### src/rtl/pwm_evt_pkg.sv
// Constants, register map and event carrier for the PWM event, brake and ADC trigger block.
// Assumes one clock domain and a plain register port with one-cycle read latency.
package pwm_evt_pkg;

    localparam int NUM_CH = 6;
    localparam int NUM_PAIR = 3;

    // ************************************************************
    // Register offsets.
    // ************************************************************
    localparam logic [7:0] OFS_COUNTER_EVENT_FLAGS = 8'hE8;
    localparam logic [7:0] OFS_BRAKE_FLAGS_AND_STATE = 8'hEC;
    localparam logic [7:0] OFS_ADC_TRIGGER_SELECT_LOW = 8'hF8;
    localparam logic [7:0] OFS_ADC_TRIGGER_SELECT_HIGH = 8'hFC;
    localparam logic [7:0] OFS_BRAKE_INTERRUPT_ENABLES = 8'hE4;
    localparam logic [7:0] OFS_SOFT_BRAKE = 8'hDC;
    localparam logic [7:0] OFS_ADC_TRIG_STATUS = 8'h20;

    // ************************************************************
    // Field positions.
    // ************************************************************
    localparam int POS_CMP_DOWN = 24;
    localparam int POS_CMP_UP = 16;
    localparam int POS_PERIOD = 8;
    localparam int POS_ZERO = 0;
    localparam int POS_LEVEL_STATE = 24;
    localparam int POS_EDGE_STATE = 16;
    localparam int POS_LEVEL_FLAG = 8;
    localparam int POS_EDGE_FLAG = 0;
    localparam int POS_LEVEL_IEN = 8;
    localparam int POS_EDGE_IEN = 0;
    localparam int POS_SOFT_LEVEL = 8;
    localparam int POS_SOFT_EDGE = 0;
    localparam int POS_ADC_STATUS = 16;
    localparam int POS_TRIG_EN = 7;
    localparam int SRC_W = 4;
    localparam int BYTE_W = 8;

    localparam logic [31:0] RESET_WORD = 32'h0000_0000;
    localparam logic [5:0] EVEN_MASK = 6'h15;

    // ************************************************************
    // ADC trigger source codes.
    // ************************************************************
    localparam logic [3:0] SRC_ZERO = 4'h0;
    localparam logic [3:0] SRC_PERIOD = 4'h1;
    localparam logic [3:0] SRC_ZERO_OR_PERIOD = 4'h2;
    localparam logic [3:0] SRC_EVEN_UP = 4'h3;
    localparam logic [3:0] SRC_EVEN_DOWN = 4'h4;
    localparam logic [3:0] SRC_ODD_UP = 4'h8;
    localparam logic [3:0] SRC_ODD_DOWN = 4'h9;

    // Counter events of all channels, one pulse per cycle each.
    typedef struct packed {
        logic [5:0] zero;
        logic [5:0] period;
        logic [5:0] cmp_up;
        logic [5:0] cmp_down;
        logic [5:0] period_end;
    } counter_events_s;

    // Brake events of all channels.
    typedef struct packed {
        logic [5:0] level_fall;
        logic [5:0] edge_fall;
        logic [5:0] level_src_high;
    } brake_events_s;

endpackage : pwm_evt_pkg

### src/rtl/pwm_event_brake_adc_trigger.sv
// Event flags, brake flags and state, and ADC trigger selection of a six-channel PWM unit.
// Assumes counter and brake events other than the level_src_high level come as one-cycle pulses from logic on ref_clk,
// and that the write protection unlock level is already synchronous to ref_clk.
`timescale 1ns/10ps

module pwm_event_brake_adc_trigger
    import pwm_evt_pkg::*;
#(
    parameter int CHANNELS = NUM_CH
) (
    input wire logic ref_clk,
    input wire logic reset_n,
    input wire logic [7:0] reg_addr,
    input wire logic [31:0] reg_wdata,
    input wire logic reg_write,
    input wire logic reg_read,
    output logic [31:0] reg_rdata,
    input wire logic write_protect_unlock,
    input wire logic [2:0] complementary_mode,
    input counter_events_s cnt_evt,
    input brake_events_s brk_evt,
    output logic [5:0] adc_trig,
    output logic [2:0] level_brake_irq,
    output logic [2:0] edge_brake_irq,
    output logic [5:0] level_brake_out,
    output logic [5:0] edge_brake_out
);

    // ************************************************************
    // Elaboration check.
    // ************************************************************
    if (CHANNELS != NUM_CH) begin : g_chk
        $error("Only six channels are supported.");
    end
    if (NUM_PAIR * 2 != NUM_CH) begin : g_chk_pairs
        $error("Channels must come in pairs.");
    end
    if (POS_TRIG_EN >= BYTE_W || SRC_W > POS_TRIG_EN) begin : g_chk_field
        $error("Trigger enable must sit above the source field.");
    end

    logic [5:0] cmp_up_flag_q;
    logic [5:0] cmp_down_flag_q;
    logic [5:0] period_flag_q;
    logic [5:0] zero_flag_q;
    logic [5:0] level_brake_state_q;
    logic [5:0] edge_brake_state_q;
    logic [5:0] level_brake_flag_q;
    logic [5:0] edge_brake_flag_q;
    logic [5:0] adc_trig_status_q;
    logic [2:0] level_brake_irq_en_pair_q;
    logic [2:0] edge_brake_irq_en_pair_q;
    logic [31:0] adc_sel_low_q;
    logic [15:0] adc_sel_high_q;
    logic [47:0] adc_sel;
    logic [5:0] cmp_up_evt;
    logic [5:0] cmp_down_evt;
    logic [5:0] adc_pulse_d;
    logic [5:0] soft_level;
    logic [5:0] soft_edge;
    logic [5:0] level_set;
    logic [5:0] edge_set;
    logic wr_flags0;
    logic wr_flags1;
    logic wr_status;
    logic prot_ok;
    logic wr_enables;
    logic wr_soft;
    logic wr_sel_low;
    logic wr_sel_high;

    // Expands one bit per pair into one bit per channel.
    function automatic logic [5:0] pair_to_ch(input logic [2:0] p);
        pair_to_ch = {p[2], p[2], p[1], p[1], p[0], p[0]};
    endfunction : pair_to_ch

    // Reduces per-channel bits to one bit per pair.
    function automatic logic [2:0] ch_to_pair(input logic [5:0] c);
        ch_to_pair = {c[5] | c[4], c[3] | c[2], c[1] | c[0]};
    endfunction : ch_to_pair

    // Clears flags written with one and sets flags of new events; a set wins.
    function automatic logic [5:0] w1c_update(input logic [5:0] flags, input logic clr_en,
            input logic [5:0] clr_bits, input logic [5:0] set_bits);
        w1c_update = (flags & ~({NUM_CH{clr_en}} & clr_bits)) | set_bits;
    endfunction : w1c_update

    // Tells whether a strobe addresses the given register.
    function automatic logic reg_hit(input logic strobe, input logic [7:0] addr,
            input logic [7:0] ofs);
        reg_hit = strobe && (addr == ofs);
    endfunction : reg_hit

    // ************************************************************
    // Write decode.
    // ************************************************************
    assign prot_ok = write_protect_unlock;
    assign wr_flags0 = reg_hit(reg_write, reg_addr, OFS_COUNTER_EVENT_FLAGS);
    assign wr_flags1 = reg_hit(reg_write, reg_addr, OFS_BRAKE_FLAGS_AND_STATE) && prot_ok;
    assign wr_status = reg_hit(reg_write, reg_addr, OFS_ADC_TRIG_STATUS);
    assign wr_enables = reg_hit(reg_write, reg_addr, OFS_BRAKE_INTERRUPT_ENABLES) && prot_ok;
    assign wr_soft = reg_hit(reg_write, reg_addr, OFS_SOFT_BRAKE) && prot_ok;
    assign wr_sel_low = reg_hit(reg_write, reg_addr, OFS_ADC_TRIGGER_SELECT_LOW);
    assign wr_sel_high = reg_hit(reg_write, reg_addr, OFS_ADC_TRIGGER_SELECT_HIGH);

    always_comb begin
        soft_level = '0;
        soft_edge = '0;
        if (wr_soft) begin
            soft_level = pair_to_ch(reg_wdata[POS_SOFT_LEVEL +: NUM_PAIR]);
            soft_edge = pair_to_ch(reg_wdata[POS_SOFT_EDGE +: NUM_PAIR]);
        end
    end

    assign level_set = brk_evt.level_fall | soft_level;
    assign edge_set = brk_evt.edge_fall | soft_edge;

    // ************************************************************
    // Complementary mode compare fold.
    // ************************************************************
    always_comb begin
        cmp_up_evt = cnt_evt.cmp_up;
        cmp_down_evt = cnt_evt.cmp_down;
        for (int p = 0; p < NUM_PAIR; p++) begin
            if (complementary_mode[p]) begin
                cmp_up_evt[2 * p] = cnt_evt.cmp_up[2 * p] | cnt_evt.cmp_up[2 * p + 1];
                cmp_down_evt[2 * p] = cnt_evt.cmp_down[2 * p] | cnt_evt.cmp_down[2 * p + 1];
            end
        end
    end

    // ************************************************************
    // Counter event flags.
    // ************************************************************
    always_ff @(posedge ref_clk) begin
        if (!reset_n) begin
            cmp_up_flag_q <= '0;
            cmp_down_flag_q <= '0;
        end else begin
            // Set wins over a clear in the same cycle.
            cmp_up_flag_q <= w1c_update(cmp_up_flag_q, wr_flags0,
                reg_wdata[POS_CMP_UP +: NUM_CH], cnt_evt.cmp_up);
            cmp_down_flag_q <= w1c_update(cmp_down_flag_q, wr_flags0,
                reg_wdata[POS_CMP_DOWN +: NUM_CH], cnt_evt.cmp_down);
        end
    end

    always_ff @(posedge ref_clk) begin
        if (!reset_n) begin
            period_flag_q <= '0;
            zero_flag_q <= '0;
        end else begin
            period_flag_q <= w1c_update(period_flag_q, wr_flags0,
                reg_wdata[POS_PERIOD +: NUM_CH], cnt_evt.period) & EVEN_MASK;
            zero_flag_q <= w1c_update(zero_flag_q, wr_flags0,
                reg_wdata[POS_ZERO +: NUM_CH], cnt_evt.zero) & EVEN_MASK;
        end
    end

    // ************************************************************
    // Brake flags and enables.
    // ************************************************************
    always_ff @(posedge ref_clk) begin
        if (!reset_n) begin
            level_brake_flag_q <= '0;
            edge_brake_flag_q <= '0;
        end else begin
            level_brake_flag_q <= w1c_update(level_brake_flag_q, wr_flags1,
                reg_wdata[POS_LEVEL_FLAG +: NUM_CH], level_set);
            edge_brake_flag_q <= w1c_update(edge_brake_flag_q, wr_flags1,
                reg_wdata[POS_EDGE_FLAG +: NUM_CH], edge_set);
        end
    end

    always_ff @(posedge ref_clk) begin
        if (!reset_n) begin
            level_brake_irq_en_pair_q <= '0;
            edge_brake_irq_en_pair_q <= '0;
        end else if (wr_enables) begin
            level_brake_irq_en_pair_q <= reg_wdata[POS_LEVEL_IEN +: NUM_PAIR];
            edge_brake_irq_en_pair_q <= reg_wdata[POS_EDGE_IEN +: NUM_PAIR];
        end
    end

    // ************************************************************
    // Brake state.
    // ************************************************************
    always_ff @(posedge ref_clk) begin
        if (!reset_n) begin
            level_brake_state_q <= '0;
        end else begin
            for (int c = 0; c < NUM_CH; c++) begin
                if (level_set[c]) begin
                    level_brake_state_q[c] <= 1'b1;
                end else if (brk_evt.level_src_high[c] && cnt_evt.period_end[c]) begin
                    level_brake_state_q[c] <= 1'b0;
                end
            end
        end
    end

    always_ff @(posedge ref_clk) begin
        if (!reset_n) begin
            edge_brake_state_q <= '0;
        end else begin
            for (int c = 0; c < NUM_CH; c++) begin
                if (edge_set[c]) begin
                    edge_brake_state_q[c] <= 1'b1;
                end else if (!edge_brake_flag_q[c] && cnt_evt.period_end[c]) begin
                    edge_brake_state_q[c] <= 1'b0;
                end
            end
        end
    end

    // ************************************************************
    // ADC trigger selection.
    // ************************************************************
    always_ff @(posedge ref_clk) begin
        if (!reset_n) begin
            adc_sel_low_q <= RESET_WORD;
        end else if (wr_sel_low) begin
            adc_sel_low_q <= reg_wdata;
        end
    end

    always_ff @(posedge ref_clk) begin
        if (!reset_n) begin
            adc_sel_high_q <= RESET_WORD[15:0];
        end else if (wr_sel_high) begin
            adc_sel_high_q <= reg_wdata[15:0];
        end
    end

    assign adc_sel = {adc_sel_high_q, adc_sel_low_q};

    always_comb begin
        adc_pulse_d = '0;
        for (int c = 0; c < NUM_CH; c++) begin
            logic [3:0] src;
            int e;
            src = adc_sel[c * BYTE_W +: SRC_W];
            e = (c / 2) * 2;
            if (adc_sel[c * BYTE_W + POS_TRIG_EN]) begin
                unique case (src)
                    SRC_ZERO: adc_pulse_d[c] = cnt_evt.zero[e];
                    SRC_PERIOD: adc_pulse_d[c] = cnt_evt.period[e];
                    SRC_ZERO_OR_PERIOD: adc_pulse_d[c] = cnt_evt.zero[e] | cnt_evt.period[e];
                    SRC_EVEN_UP: adc_pulse_d[c] = cnt_evt.cmp_up[e];
                    SRC_EVEN_DOWN: adc_pulse_d[c] = cnt_evt.cmp_down[e];
                    SRC_ODD_UP: adc_pulse_d[c] = cnt_evt.cmp_up[e + 1];
                    SRC_ODD_DOWN: adc_pulse_d[c] = cnt_evt.cmp_down[e + 1];
                    default: adc_pulse_d[c] = 1'b0;
                endcase
            end
        end
    end

    always_ff @(posedge ref_clk) begin
        if (!reset_n) begin
            adc_trig <= '0;
        end else begin
            adc_trig <= adc_pulse_d;
        end
    end

    always_ff @(posedge ref_clk) begin
        if (!reset_n) begin
            adc_trig_status_q <= '0;
        end else begin
            adc_trig_status_q <= w1c_update(adc_trig_status_q, wr_status,
                reg_wdata[POS_ADC_STATUS +: NUM_CH], adc_pulse_d);
        end
    end

    // ************************************************************
    // Interrupt requests and brake outputs.
    // ************************************************************
    always_ff @(posedge ref_clk) begin
        if (!reset_n) begin
            level_brake_irq <= '0;
            edge_brake_irq <= '0;
        end else begin
            level_brake_irq <= ch_to_pair(level_brake_flag_q) & level_brake_irq_en_pair_q;
            edge_brake_irq <= ch_to_pair(edge_brake_flag_q) & edge_brake_irq_en_pair_q;
        end
    end

    always_ff @(posedge ref_clk) begin
        if (!reset_n) begin
            level_brake_out <= '0;
            edge_brake_out <= '0;
        end else begin
            level_brake_out <= level_brake_state_q;
            edge_brake_out <= edge_brake_state_q;
        end
    end

    // ************************************************************
    // Read port.
    // ************************************************************
    always_ff @(posedge ref_clk) begin
        if (!reset_n) begin
            reg_rdata <= RESET_WORD;
        end else if (reg_read) begin
            unique case (reg_addr)
                OFS_COUNTER_EVENT_FLAGS: reg_rdata <= {2'h0, cmp_down_flag_q, 2'h0,
                    cmp_up_flag_q, 2'h0, period_flag_q, 2'h0, zero_flag_q};
                OFS_BRAKE_FLAGS_AND_STATE: reg_rdata <= {2'h0, level_brake_state_q, 2'h0,
                    edge_brake_state_q, 2'h0, level_brake_flag_q, 2'h0, edge_brake_flag_q};
                OFS_BRAKE_INTERRUPT_ENABLES: reg_rdata <= {21'h0, level_brake_irq_en_pair_q,
                    5'h0, edge_brake_irq_en_pair_q};
                OFS_ADC_TRIGGER_SELECT_LOW: reg_rdata <= adc_sel_low_q;
                OFS_ADC_TRIGGER_SELECT_HIGH: reg_rdata <= {16'h0, adc_sel_high_q};
                OFS_ADC_TRIG_STATUS: reg_rdata <= {10'h0, adc_trig_status_q, 16'h0};
                default: reg_rdata <= RESET_WORD;
            endcase
        end else begin
            reg_rdata <= RESET_WORD;
        end
    end

endmodule : pwm_event_brake_adc_trigger

### config.mk
export PLATFORM = sky130hd
export DESIGN_NAME = pwm_event_brake_adc_trigger
export DESIGN_NICKNAME = d
export VERILOG_FILES = /design/src/rtl/pwm_evt_pkg.sv /design/src/rtl/pwm_event_brake_adc_trigger.sv
export SDC_FILE = /design/constraint.sdc
export NUM_CORES = 1
export LEC_CHECK = 0
export ABC_CLOCK_PERIOD_IN_PS = 1800
export BUFFER_PORTS_ARGS = -buffer_cell sky130_fd_sc_hd__buf_2
export CORE_MARGIN = 3
export CORE_UTILIZATION = 42
export CTS_CLUSTER_SIZE = 20
export DETAILED_ROUTE_END_ITERATION = 10
export GPL_ROUTABILITY_DRIVEN = 0
export PLACE_DENSITY = 0.67
export SLEW_MARGIN = 20
export SYNTH_ARGS = -nofsm -noshare
export SYNTH_HDL_FRONTEND = slang
export SYNTH_SLANG_ARGS = --single-unit
### constraint.sdc
create_clock -name ref_clk -period 1.8 [get_ports ref_clk]
set_input_delay 0.27 -clock ref_clk [delete_from_list [all_inputs] [get_ports ref_clk]]
set_output_delay 0.27 -clock ref_clk [all_outputs]
set_load 0.05 [all_outputs]
==> results of run 1 <==
state kept, by name, summed over array words and instances (netlist names):
register                   cells
level_brake_state_q            6
edge_brake_irq_en_pair_q       3
adc_sel_high_q                16
level_brake_irq_en_pair_q      3
zero_flag_q                    3
level_brake_irq                3
edge_brake_flag_q              6
adc_trig_status_q              6
edge_brake_state_q             6
period_flag_q                  3
reg_rdata                     32
level_brake_out                6
adc_trig                       6
cmp_up_flag_q                  6
edge_brake_out                 6
cmp_down_flag_q                6
edge_brake_irq                 3
level_brake_flag_q             6
adc_sel_low_q                 32
kinds of logic (layout without fill, tap and decap cells):
group | Yosys count | in the layout | share of synthesized area
and+or+nand+nor | 248 | 248 | 0.179
AOI/OAI and AO/OA | 227 | 227 | 0.242
DFF | 158 | 158 | 0.474
buffers and inverters | 68 | 244 | 0.0441
muxes | 37 | 37 | 0.0606
other | 0 | 1 | 0
cells in the final DEF, fill, tap and decap left out, types with 8 or more instances in the layout:
| cell | count |
|---|---|
| a22oi_1 | 19 |
| nor2b_1 | 19 |
| clkbuf_16 | 17 |
| and2_1 | 16 |
| a21boi_1 | 30 |
| dfxtp_1 | 158 |
| buf_2 | 142 |
| inv_1 | 28 |
| o21ai_0 | 24 |
| a21oi_1 | 33 |
| nand3_1 | 10 |
| nor3_1 | 8 |
| mux2i_1 | 10 |
| o21a_1 | 12 |
| a21boi_0 | 60 |
| mux2_2 | 27 |
| nand2_1 | 123 |
| nor2_1 | 38 |
| buf_4 | 38 |
cell type report:
class | instances | area (um2)
tap | 211 | 264
clock inverter | 11 | 213
multi-input combinational | 512 | 3230
inverter | 28 | 105
clock buffer | 21 | 450
timing repair buffer | 184 | 1080
antenna | 1 | 2.50
fill | 1439 | 6870
sequential | 158 | 3160
power by group through the flow:
stage	clock, W	sequential, W	combinational (W)
finish	0.00407	0.00364	0.000572
global placement	0	0.00371	0.000559
detailed placement	0	0.00372	0.000564
global route	0.00428	0.00365	0.000616
CTS	0.00409	0.00364	0.000567
floorplan	0	0.00374	0.000250
through the flow:
step | total power, W | instances
4_1_cts | 0.00830 | 1125
5_1_grt | 0.00855 | 1125
3_3_place_gp | 0.00427 | 1093
3_5_place_dp | 0.00428 | 1093
2_1_floorplan | 0.00399 | 738
6_report | 0.00828 | 1126
worst max-delay path, cell delays in order:
cell	delay [ns]
buf_2	0.09
buf_4	0.25
nor4bb_1	0.40
nand4_1	0.29
buf_4	0.25
o21ai_0	0.15
a21boi_0	0.10
path summary, 6_finish.rpt:
kind,endpoint,slack (ns),depth (start not counted),start
setup / recovery,level_brake_flag_q[2],0.28,7,reg_addr[2]
hold / removal,cmp_up_flag_q[1],0.07,2,cnt_evt[13]
setup reg to reg,adc_trig_status_q[5],0.56,4,adc_sel_high_q[8]
hold reg to reg,adc_sel_low_q[4],0.45,2,adc_sel_low_q[4]
metal layers:
layer  vias up  global-route usage
met4         2              0.0753
met3        23              0.0546
met2       228               0.368
met5         -                   0
met1      2953               0.316
li1       2928                   -
==> results.json, run 1 <==
{
  "setup_tns_ns": 0,
  "worst_pin_slew_ns": 0.416,
  "setup_viol": 0,
  "fin_crit_sh": 0.843,
  "drc": 0,
  "dr.pass1.iters": 5,
  "clkTransAtPathRegs_ns": 0.07,
  "synth_edf_count": 0,
  "cp-end-kind": "register",
  "maxCapViolCount": 0,
  "synth-async-reset-ratio": 0,
  "worstHoldPathType": "in -> reg",
  "crit_arrival_ns": 1.80,
  "criticalPathCategory": "in -> reg",
  "fin_util": 0.553,
  "dp.final_hpwl_um": 14900,
  "synth_most_common_cell": "dfxtp_1",
  "initial_core_util": 0.434,
  "switching_power_w": 0.00183,
  "outcome": "finished, final reports clean",
  "fp.coreArea_mm2": 0.0154,
  "vias_per_cell": 5.45,
  "grt_pass1_vias": 5786,
  "final_max_slew_viol_count": 0,
  "met1_length_um": 9330,
  "period_needed_ns": 1.52,
  "grtUsageTotal": 0.233,
  "final_nets": 997,
  "clk_latency_ns": 0.43,
  "wirelength_um": 20300,
  "p_leak_nw": 3.56,
  "yosys.area.top_type": "dfxtp_1",
  "ctsHoldBuffers": 0,
  "dr_total_vias": 6134,
  "die_w_um": 132,
  "hold_viol_final": 0,
  "crit_required_ns": 2.09,
  "seq_area_frac_synth": 0.474,
  "netlist_area_mm2": 0.00667,
  "clk_path_buf_depth": 2,
  "fmax_ghz": 0.659,
  "synth-seq-cells": 158,
  "drtIter0Drc": 424,
  "yosysWarnings": 0,
  "die_y_um": 132,
  "dr_wl_met3_um": 1220,
  "syn_nets": 834,
  "cts_setup_buffers": 0,
  "swShare": 0.221,
  "ir_drop_uv": 809,
  "cts_resized": 0,
  "overflow": 0,
  "yosys-top-cells-area": "dfxtp_1 (47%), nand2_1 (6.9%), a21boi_0 (6.8%), mux2_2 (4.6%), a21boi_1 (3.4%)",
  "cts_made_buffers": 17,
  "area_delta_synth_final_pct": 27.5,
  "ctsRootBufferMaster": "clkbuf_16",
  "cts.htree.levels": 4,
  "postLayoutSetupSlackWorst_ns": 0.282,
  "drive_gt1_frac": 0.277,
  "drtAntennaViolNets": 0,
  "die-area_mm2": 0.0174,
  "synthCells": 738,
  "clock_skew_ns": 0.00985,
  "p_seq_frac": 0.440,
  "crit_path_start_kind": "input pin",
  "path_max_fanout": 18,
  "avgSynthCellArea_um2": 9.04,
  "comb_power_share": 0.069,
  "final_area_mm2": 0.00850,
  "slew-limit-headroom": 0.719,
  "cts_tree": "done",
  "clock_power_share": 0.491,
  "drt-wirelength-per-cell_um": 18.0,
  "ys.flop_type": "dfxtp_1",
  "pre_cts_ws_ns": -0.106,
  "io_pins": 152,
  "yosysUniqueCellTypes": 46,
  "route.met2.wl_um": 9370,
  "placed_area_mm2": 0.00784,
  "grt_start_max_net_pins": 83,
  "clock_sinks": 158,
  "antenna_found_initial": 1,
  "row_count": 45,
  "p_int_w": 0.00645,
  "portBuffers": 142,
  "power.density_mw_per_mm2": 974,
  "rsz0062_at_grt": "no",
  "hold_ws_ns": 0.0701,
  "synth_common_cells": "dfxtp_1 (158), nand2_1 (123), a21boi_0 (60)",
  "synth_top_area_frac": 0.474,
  "grt_pass1_wl_um": 32100,
  "routed.top_layer": "met5"
}
Note: power is estimated with default switching activity, not from simulation.
==> run 2: changes to the inputs <==
--- a/config.mk
+++ b/config.mk
@@ -5,7 +5,7 @@
 export SDC_FILE = /design/constraint.sdc
 export NUM_CORES = 1
 export LEC_CHECK = 0
-export ABC_CLOCK_PERIOD_IN_PS = 1800
+export ABC_CLOCK_PERIOD_IN_PS = 1290
 export BUFFER_PORTS_ARGS = -buffer_cell sky130_fd_sc_hd__buf_2
 export CORE_MARGIN = 3
 export CORE_UTILIZATION = 42
==> constraint.sdc (replaced) <==
create_clock -name ref_clk -period 1.29 [get_ports ref_clk]
set_input_delay 0.1935 -clock ref_clk [delete_from_list [all_inputs] [get_ports ref_clk]]
set_output_delay 0.1935 -clock ref_clk [all_outputs]
set_load 0.05 [all_outputs]
==> run 2 against run 1 <==
Against the previous run: the flow now finishes with violations (setup timing); cell count increased by 2.0%; utilization grew 2.4 points; critical path depth grew 1; combinational power increased by 56%; clock power increased by 20%; clock-buffer cell count is 3 higher; die area is the same; total power increased by 31%; routed wire length is 4.8% higher; clock skew is 0.0030 ns lower; sequential share of layout area fell by 1.5 points; non-clock buffer count rose by 25; critical path type unchanged; largest cell class unchanged.
==> results.json, run 2 (synthesis results as in run 1) <==
{
  "ir_drop_uv": 942,
  "grtUsageTotal": 0.239,
  "row_count": 45,
  "dr_total_vias": 6166,
  "vias_per_cell": 5.37,
  "grt_start_max_net_pins": 37,
  "period_needed_ns": 1.32,
  "diodes": 0,
  "die-area_mm2": 0.0174,
  "rsz0062_at_grt": "yes",
  "cp_slowest_stage_delay_ns": 0.57,
  "fin_crit_sh": 1.02,
  "power.density_mw_per_mm2": 1220,
  "drt-wirelength-per-cell_um": 18.5,
  "ctsRootBufferMaster": "clkbuf_16",
  "drtAntennaViolNets": 0,
  "mostFrequentLayoutCells": "dfxtp_1 (157), buf_2 (141), nand2_1 (110), a21boi_0 (56), buf_4 (52)",
  "criticalPathCategory": "in -> reg",
  "worst-path-buf-inv": 4,
  "postLayoutSetupSlackWorst_ns": -0.0262,
  "final_nets": 1022,
  "setup_tns_ns": -0.0360,
  "fin_cells": 1148,
  "clk_path_buf_depth": 2,
  "hold_viol_final": 0,
  "initial_core_util": 0.434,
  "worstHoldPathType": "in -> reg",
  "reg.largest.list": "adc_sel_low_q x32, reg_rdata x32, adc_sel_high_q x16",
  "crit_required_ns": 1.64,
  "wirelength_um": 21300,
  "hold_ws_ns": 0.0143,
  "failed_checks": "setup timing",
  "setup_viol": 3,
  "maxCapViolCount": 0,
  "grt_pass1_wl_um": 32900,
  "die_w_um": 132,
  "portBuffers": 142,
  "cp_top_family": "simple AND/OR/NAND/NOR gates",
  "fp.coreArea_mm2": 0.0154,
  "cp-end-kind": "register",
  "area_delta_synth_final_pct": 33.1,
  "cts_tree": "done",
  "dp.final_hpwl_um": 15200,
  "drc": 0,
  "clock_skew_ns": 0.00689,
  "clock_sinks": 158,
  "grt_pass1_vias": 6033,
  "final_max_slew_viol_count": 0,
  "cts.htree.levels": 4,
  "io_pins": 152,
  "final_common_cell": "dfxtp_1",
  "outcome": "finished, violations left",
  "slew-limit-headroom": 0.729,
  "dp_cells": 1113,
  "path_max_fanout": 8,
  "cts_made_buffers": 17,
  "dr.pass1.iters": 4,
  "path_cells": "buf_6 -> or4b_4 -> buf_6 -> nor3_4 -> buf_6 -> clkbuf_16 -> nand2_1 -> a21boi_1",
  "cp_slowest_cell": "or4b_4",
  "antenna_found_initial": 0,
  "p_leak_nw": 3.77,
  "crit_path_start_kind": "input pin",
  "die_y_um": 132,
  "fmax_ghz": 0.760,
  "cpMostUsedCell": "buf_6",
  "clkTransAtPathRegs_ns": 0.06,
  "worst_pin_slew_ns": 0.406,
  "drtIter0Drc": 487,
  "clk_latency_ns": 0.42,
  "crit_arrival_ns": 1.66,
  "overflow": 0,
  "drive_gt1_frac": 0.324
}
==> run 2: cell count changes in the layout (fill, tap and decap cells not counted), moves of 6 or more <==
| cell | delta |
|---|---|
| buf_4 | +14 |
| nand2_1 | -13 |
| nand2_2 | +7 |
| buf_12 | +6 |
| nand2_4 | +6 |
==> run 2: metal layers <==
metal | global-route usage | vias up | share of wire
li1 | - | 2979 | -
met1 | 0.323 | 2907 | 0.45
met2 | 0.374 | 237 | 0.46
met3 | 0.0538 | 43 | 0.065
met4 | 0.0928 | 0 | 0.030
met5 | 0 | - | 0
==> run 2: what timing repair did <==
action	4_1_cts	5_1_grt
hold endpoints to repair	1	0
pin swaps	4	16
buffers inserted	2	1
resized for setup	1	40
cloned	1	1
setup endpoints to repair	26	54
hold buffers	1	0
==> run 2: final cells by class <==
type                    instances  area [um2]
clock buffers                  24         482
clock inverters                 6        85.1
fillers                      1398        6500
inverters                      28         105
multi-input cells             512        3400
flip-flops and latches        158        3160
well taps                     211         264
repair buffers                209        1380
==> run 2: final timing paths <==
check | to | depth (start not counted) | slack (ns) | start
worst max-delay path | adc_sel_low_q[24] | 8 | -0.03 | reg_addr[1]
worst max register to register | adc_trig_status_q[3] | 4 | 0 | adc_sel_low_q[25]
worst min-delay path | cmp_up_flag_q[1] | 2 | 0.01 | cnt_evt[13]
worst min register to register | adc_sel_low_q[29] | 2 | 0.46 | adc_sel_low_q[29]
==> run 2: stage by stage <==
| stage | utilization | instance area [um2] | setup WS [ns] | power (W) |
|---|---|---|---|---|
| 2_1_floorplan | - | 6750 | -0.341 | 0.00558 |
| 3_3_place_gp | 0.526 | 8080 | -0.428 | 0.00604 |
| 3_5_place_dp | 0.526 | 8080 | -0.477 | 0.00604 |
| 4_1_cts | 0.566 | 8700 | -0.0166 | 0.0109 |
| 5_1_grt | 0.577 | 8870 | -0.0494 | 0.0112 |
| 6_report | 0.577 | 8870 | -0.0262 | 0.0108 |
==> run 2: worst reg2reg max path, cell delays in order (launching register included) <==
cell and delay [ns]:
dfxtp_1 0.36, nor2b_1 0.15, nor4b_1 0.33, o211ai_1 0.20, o21ai_0 0.18
==> run 2: power by group <==
group,internal [W],total [W],switching (W)
combinational,0.000394,0.000891,0.000497
sequential,0.00500,0.00508,0.0000857
clock,0.00297,0.00487,0.00190
